[config.mk]
export PLATFORM = sky130hd
export DESIGN_NAME = wit_top
export DESIGN_NICKNAME = d
export VERILOG_FILES = /design/src/wit_pkg.sv /design/src/wit_top.sv
export SDC_FILE = /design/constraint.sdc
export NUM_CORES = 1
export LEC_CHECK = 0
export BUFFER_PORTS_ARGS = -buffer_cell sky130_fd_sc_hd__buf_2
export CORE_MARGIN = 1
export CORE_UTILIZATION = 50
export CTS_CLUSTER_SIZE = 10
export DETAILED_ROUTE_END_ITERATION = 6
export GPL_TIMING_DRIVEN = 1
export PLACE_DENSITY = 0.95
export SLEW_MARGIN = 5
export SYNTH_ARGS = -nofsm -noshare
export SYNTH_HDL_FRONTEND = slang
export SYNTH_SLANG_ARGS = --single-unit
[constraint.sdc]
create_clock -name clk_i -period 5.5 [get_ports clk_i]
set_input_delay 0.55 -clock clk_i [delete_from_list [all_inputs] [get_ports clk_i]]
set_output_delay 0.55 -clock clk_i [all_outputs]
set_load 0.01 [all_outputs]
[src/wit_pkg.sv]
// constants, types and reset values of the watchdog / interval timer
package wit_pkg;

   // -------------------------------------------------------------------
   // register map (index; byte address is four times the index)
   // -------------------------------------------------------------------
   localparam int ADDR_W = 18;
   localparam logic [15:0] IDX_CLK_SEL = 16'hff42;
   localparam logic [15:0] IDX_MODE = 16'hfff9;
   localparam logic [15:0] IDX_IRQ = 16'hff40;
   localparam logic [7:0] CLK_SEL_RST = 8'h00;
   localparam logic [7:0] MODE_REG_RST = 8'h00;

   // -------------------------------------------------------------------
   // field positions
   // -------------------------------------------------------------------
   localparam int CLK_SEL_LSB = 1;
   localparam int RUN_BIT = 7;
   localparam int MODE_LO_BIT = 3;
   localparam int FLAG_BIT = 0;
   localparam int MASK_BIT = 1;
   localparam int CNT_LSB = 8;

   // -------------------------------------------------------------------
   // timing
   // -------------------------------------------------------------------
   localparam int PRE_W = 10;
   localparam int CNT_W = 7;
   localparam logic [CNT_W-1:0] CNT_MAX = 7'h7f;
   localparam logic [PRE_W-1:0] DIV_MASK_0 = 10'h00f;
   localparam logic [PRE_W-1:0] DIV_MASK_1 = 10'h03f;
   localparam logic [PRE_W-1:0] DIV_MASK_2 = 10'h0ff;
   localparam logic [PRE_W-1:0] DIV_MASK_3 = 10'h3ff;

   typedef enum logic [1:0] {
      MODE_OFF = 2'b00,
      MODE_IVL = 2'b01,
      MODE_NMI = 2'b10,
      MODE_RST = 2'b11
   } wit_mode_t;

   typedef enum logic [1:0] {
      BUS_IDLE = 2'b01,
      BUS_ACK = 2'b10
   } wit_bus_st_t;

   typedef struct packed {
      logic read;
      logic write;
      logic [ADDR_W-1:0] address;
      logic [31:0] writedata;
      logic [3:0] byteenable;
   } wit_avs_req_t;

   typedef struct packed {
      logic [31:0] readdata;
      logic waitrequest;
   } wit_avs_rsp_t;

   typedef struct packed {
      wit_bus_st_t bus;
      logic [15:0] rdata;
      logic [1:0] clk_sel;
      logic run;
      logic [1:0] mode;
      logic wdog_irq_flag;
      logic wdog_irq_mask;
      logic [PRE_W-1:0] presc;
      logic [CNT_W-1:0] cnt;
      logic nmi;
      logic rst_req;
      logic ivl;
   } wit_state_t;

   localparam wit_state_t ST_RESET = '{
      bus: BUS_IDLE, rdata: 16'h0000, clk_sel: CLK_SEL_RST[2:1],
      run: MODE_REG_RST[RUN_BIT], mode: MODE_REG_RST[MODE_LO_BIT +: 2], wdog_irq_flag: 1'b0,
      wdog_irq_mask: 1'b1, presc: 10'h000, cnt: 7'h00,
      nmi: 1'b0, rst_req: 1'b0, ivl: 1'b0};

endpackage

[src/wit_top.sv]
// watchdog / interval timer with avalon-mm register slave
`timescale 1ns/1ns
module wit_top (
   input wire logic clk_i,
   input wire logic rst_i,
   input wire wit_pkg::wit_avs_req_t avs_req_i,
   output wit_pkg::wit_avs_rsp_t avs_rsp_o,
   input wire logic stop_mode_i,
   input wire logic sub_clk_cpu_i,
   output logic nmi_o,
   output logic sys_reset_o,
   output logic interval_irq_o
);

   // -------------------------------------------------------------------
   // state
   // -------------------------------------------------------------------
   wit_pkg::wit_state_t s_r;
   wit_pkg::wit_state_t s_nxt;

   logic req;
   logic take;
   logic hit_clk;
   logic hit_mode;
   logic hit_irq;
   logic wr_ok;
   logic mode_wr;
   logic run_wr;
   logic halt;
   logic cnt_en;
   logic tick;
   logic ovf;
   logic [wit_pkg::PRE_W-1:0] div_mask;
   logic [15:0] rd_mux;

   // -------------------------------------------------------------------
   // bus decode
   // -------------------------------------------------------------------
   assign req = avs_req_i.read | avs_req_i.write;
   assign take = req & (s_r.bus == wit_pkg::BUS_ACK);
   assign wr_ok = take & avs_req_i.write & avs_req_i.byteenable[0];

   always_comb begin
      hit_clk = 1'b0;
      hit_mode = 1'b0;
      hit_irq = 1'b0;
      if (avs_req_i.address == {wit_pkg::IDX_CLK_SEL, 2'b00}) begin
         hit_clk = 1'b1;
      end else if (avs_req_i.address == {wit_pkg::IDX_MODE, 2'b00}) begin
         hit_mode = 1'b1;
      end else if (avs_req_i.address == {wit_pkg::IDX_IRQ, 2'b00}) begin
         hit_irq = 1'b1;
      end
   end

   assign mode_wr = wr_ok & hit_mode;
   assign run_wr = mode_wr & avs_req_i.writedata[wit_pkg::RUN_BIT];

   always_comb begin
      rd_mux = 16'h0000;
      if (hit_clk) begin
         rd_mux[wit_pkg::CLK_SEL_LSB +: 2] = s_r.clk_sel;
      end else if (hit_mode) begin
         rd_mux[wit_pkg::RUN_BIT] = s_r.run;
         rd_mux[wit_pkg::MODE_LO_BIT +: 2] = s_r.mode;
      end else if (hit_irq) begin
         rd_mux[wit_pkg::FLAG_BIT] = s_r.wdog_irq_flag;
         rd_mux[wit_pkg::MASK_BIT] = s_r.wdog_irq_mask;
         rd_mux[wit_pkg::CNT_LSB +: wit_pkg::CNT_W] = s_r.cnt;
      end
   end

   // -------------------------------------------------------------------
   // count clock
   // -------------------------------------------------------------------
   always_comb begin
      case (s_r.clk_sel)
         2'b00: div_mask = wit_pkg::DIV_MASK_0;
         2'b01: div_mask = wit_pkg::DIV_MASK_1;
         2'b10: div_mask = wit_pkg::DIV_MASK_2;
         default: div_mask = wit_pkg::DIV_MASK_3;
      endcase
   end

   // main clock to the timer is gated off in stop and on subsystem clock
   assign halt = stop_mode_i | sub_clk_cpu_i;
   assign tick = ~halt & ((s_r.presc & div_mask) == div_mask);
   assign cnt_en = s_r.run & (s_r.mode != wit_pkg::MODE_OFF);
   assign ovf = cnt_en & tick & (s_r.cnt == wit_pkg::CNT_MAX);

   // -------------------------------------------------------------------
   // next state
   // -------------------------------------------------------------------
   always_comb begin
      s_nxt = s_r;
      s_nxt.nmi = 1'b0;
      s_nxt.rst_req = 1'b0;
      s_nxt.ivl = 1'b0;

      case (s_r.bus)
         wit_pkg::BUS_IDLE: begin
            if (req) begin
               s_nxt.bus = wit_pkg::BUS_ACK;
               s_nxt.rdata = rd_mux;
            end
         end
         wit_pkg::BUS_ACK: begin
            s_nxt.bus = wit_pkg::BUS_IDLE;
         end
         default: begin
            s_nxt.bus = wit_pkg::BUS_IDLE;
         end
      endcase

      // free running, never cleared by a restart
      if (!halt) begin
         s_nxt.presc = s_r.presc + 10'h001;
      end

      if (s_r.mode == wit_pkg::MODE_OFF) begin
         s_nxt.cnt = '0;
      end else if (cnt_en && tick) begin
         s_nxt.cnt = s_r.cnt + 7'h01;
      end

      if (ovf) begin
         case (s_r.mode)
            wit_pkg::MODE_IVL: s_nxt.ivl = ~s_r.wdog_irq_mask;
            wit_pkg::MODE_NMI: s_nxt.nmi = 1'b1;
            wit_pkg::MODE_RST: s_nxt.rst_req = 1'b1;
            default: s_nxt.ivl = 1'b0;
         endcase
      end

      if (wr_ok && hit_clk) begin
         s_nxt.clk_sel = avs_req_i.writedata[wit_pkg::CLK_SEL_LSB +: 2];
      end

      if (mode_wr) begin
         s_nxt.run = s_r.run | avs_req_i.writedata[wit_pkg::RUN_BIT];
         s_nxt.mode = s_r.mode
            | avs_req_i.writedata[wit_pkg::MODE_LO_BIT +: 2];
         if (s_nxt.mode[1] && s_r.wdog_irq_flag) begin
            s_nxt.nmi = 1'b1;
         end
      end

      if (run_wr) begin
         s_nxt.cnt = '0;
      end

      if (wr_ok && hit_irq) begin
         s_nxt.wdog_irq_mask = avs_req_i.writedata[wit_pkg::MASK_BIT];
         s_nxt.wdog_irq_flag = s_r.wdog_irq_flag
            & avs_req_i.writedata[wit_pkg::FLAG_BIT];
      end

      // an overflow in the clearing cycle still sets the flag
      if (ovf) begin
         s_nxt.wdog_irq_flag = 1'b1;
      end
   end

   // -------------------------------------------------------------------
   // registers
   // -------------------------------------------------------------------
   always_ff @(posedge clk_i or posedge rst_i) begin
      if (rst_i) begin
         s_r <= wit_pkg::ST_RESET;
      end else begin
         s_r <= s_nxt;
      end
   end

   // -------------------------------------------------------------------
   // outputs
   // -------------------------------------------------------------------
   assign avs_rsp_o = '{readdata: {16'h0000, s_r.rdata},
      waitrequest: req & (s_r.bus != wit_pkg::BUS_ACK)};
   assign nmi_o = s_r.nmi;
   assign sys_reset_o = s_r.rst_req;
   assign interval_irq_o = s_r.ivl;
endmodule // wit_top

==> results.txt <==
Top-Level Pins: 96
Die W: 67.2 microns
Post-CTS Setup Bufs: 0
clk buf depth: 2
crit-path max FO: 11
clock tree root buffer cell: clkbuf_8
Worst EP arrival: 2.36 ns
CTS resizes: 0
CTS Sinks: 42
FF+latch count, synth: 42
PnR worst setup slack: 3.36 ns
top post-synthesis cells by count: dfrtp_1, buf_4, a22o_1
CTS clk-pin slew, worst paths: 0.08 ns
Fillers: 343
Sw Share: 28.5%
placed cells: 277
Netlist cell types: 42
die height: 67.2 microns
initial DRC count: 147
row count: 23
CTS tree: yes
Final TNS setup: 0 ns
vias in the first global route: 1363
Synth area leader: dfrtp_1
PwrDens: 285 nW/um^2
synthesis warning total: 0
crit end category: flop
CP Data Required Time: 5.72 ns
number of I/O port buffers: 47
post-DP HPWL: 2820 microns
Die ar.: 4520 sq um
ratio of cells with drive above 1 in the final layout: 28.1%
Synth area leaders: dfrtp_1, buf_4, a22o_1
Async S/R FF share, synth: 100%
Tot GR Track Use: 18.0%
antenna violations before repair: 0
nets@finish: 296
Syn Inst Count: 198
internal power: 474 uW
H-tree level count: 2
Hold Buf Count CTS: 0
GP Congestion: 0.799
CTS buffer count: 5
Final min period: 2.14 ns
first-pass GRT wire length: 6110 microns
Worst Skew: 0.00553 ns
mapped cell area: 2130 sq um
setup violators final: 0
Finished Layout Cells: 285
status: finished, final reports clean
Max Cap Viol: 0
Congestion Overflow GR: 0
Yosys top cell area share: 47.0%
number of vias per cell: 5.50
RSZ-0062 raised after global routing: no
static leakage: 1.18 nW
met3 routed WL: 168 microns
Hold Vio Cnt, Final: 0
uppermost routed layer: met4
relative slew slack: 48.9%
final period utilization: 38.9%
Worst-Margin Slew: 0.755 ns
Clk Latency, worst-skew pair: 0.29 ns
register area share after synthesis: 49.5%
sequential fraction of design power: 55.2%
clock network fraction of total power: 30.8%
DRC Markers: 0
Comb power frac: 14.0%
pre-CTS setup slack: 3.08 ns
Placed Area: 2230 sq um
HP Class: in2async
metal2 WL: 1940 microns
Initial Util: 52.5%
DR WL/cell: 13.4 microns
drt pass-1 iters: 4
Final Max Tran Viols: 0
final WL: 3830 microns
post-synthesis average cell area: 10.7 sq um
M1 WL: 1670 microns
ANT nets after route: 0
Via Count: 1567
largest net degree at the start of global routing: 43
Antenna Cells: 0
fin area: 2330 sq um
Max IR drop VDD: 0.121 mV
Psw: 189 uW
maximum clock rate: 0.467 GHz
number of synthesized flops with an enable pin: 0
Core ar.: 4060 sq um
most frequent cell after synthesis: dfrtp_1
Setup Crit Path Kind: in2reg
synthesis-to-finish area growth: 9.29%
Worst setup SP type: input port
Top FF cell, synth: dfrtp_1
==> metrics by stage <==
step | power [mW] | hold WS (ns) | util, %
after floorplan | 0.438 | 0.437 | -
after global placement | 0.455 | 0.453 | 55.1
after detailed placement | 0.464 | 0.466 | 55.1
after CTS | 0.662 | 0.390 | 57.3
after global routing | 0.697 | 0.433 | 57.3
final | 0.664 | 0.368 | 57.3
==> routing by layer <==
layer  global-route usage [%]  vias up
li1                         -      737
met1                     22.8      782
met2                     29.5       41
met3                     5.07        7
met4                     5.59        0
met5                        0        -
==> final timing paths <==
check	start	to	slack, ns	cells past startpoint
setup / recovery	sub_clk_cpu_i	s_r[8]	3.36	5
hold / removal	rst_i	s_r[7]	0.37	3
setup reg to reg	s_r[12]	s_r[8]	3.36	4
hold reg to reg	s_r[17]	s_r[17]	0.47	1
max in group asynchronous	rst_i	s_r[43]	4.76	3
min in group clk_i	avs_req_i[7]	s_r[22]	0.46	2
==> cell type report <==
class	instances	area (sq um)	share of cell area, %
Sequential cell	42	1050	45.3
Inverter	4	15.0	0.646
Timing Repair Buffer	48	243	10.4
Clock buffer	7	86.3	3.71
Clock inverter	1	5.00	0.215
Tap cell	50	62.6	2.69
Multi-Input combinational cell	133	861	37.0
==> placed cells by master, fill, tap and decap left out, types with 5 or more instances in the layout <==
| cell type | synthesis | routed |
|---|---|---|
| nor2_1 | 8 | 8 |
| xnor2_1 | 5 | 5 |
| buf_2 | 0 | 47 |
| nand4_1 | 6 | 6 |
| a21oi_1 | 8 | 8 |
| dfrtp_1 | 40 | 40 |
| nand3_1 | 6 | 6 |
| nand2_1 | 9 | 9 |
| o21ai_0 | 6 | 6 |
| a22o_1 | 12 | 12 |
| clkbuf_8 | 0 | 6 |
| or4_1 | 6 | 6 |
| conb_1 | 1 | 19 |
==> power groups by stage <==
stage | Clock [mW] | Combinational, mW | Sequential [mW]
after detailed placement | 0 | 0.0932 | 0.371
after global routing | 0.221 | 0.106 | 0.370
after floorplan | 0 | 0.0750 | 0.363
after global placement | 0 | 0.0870 | 0.368
final | 0.205 | 0.0931 | 0.366
after CTS | 0.204 | 0.0930 | 0.365
==> flip-flops by register name, indices dropped and copies added (netlist names) <==
signal / count
nmi_o: 1
avs_rsp_o: 13
s_r: 26
sys_reset_o: 1
interval_irq_o: 1
==> worst max-delay path, stage by stage <==
cell	delay [ns]
buf_2	0.11
or3b_4	0.42
or4_4	0.62
or4_1	0.49
a21oi_1	0.18
==> cell families (layout without fill, tap and decap cells) <==
logic type	count (synthesis)	after routing	synth area share [%]
flops	42	42	49.5
simple gates	58	58	16.2
mux	5	5	2.59
fa+ha+maj	2	2	1.18
xor+xnor	9	9	3.70
compound gates	40	40	13.4
buf+inv	41	60	13.2
other cells	1	19	0.176
No activity file was read; power rests on OpenSTA's default activity.
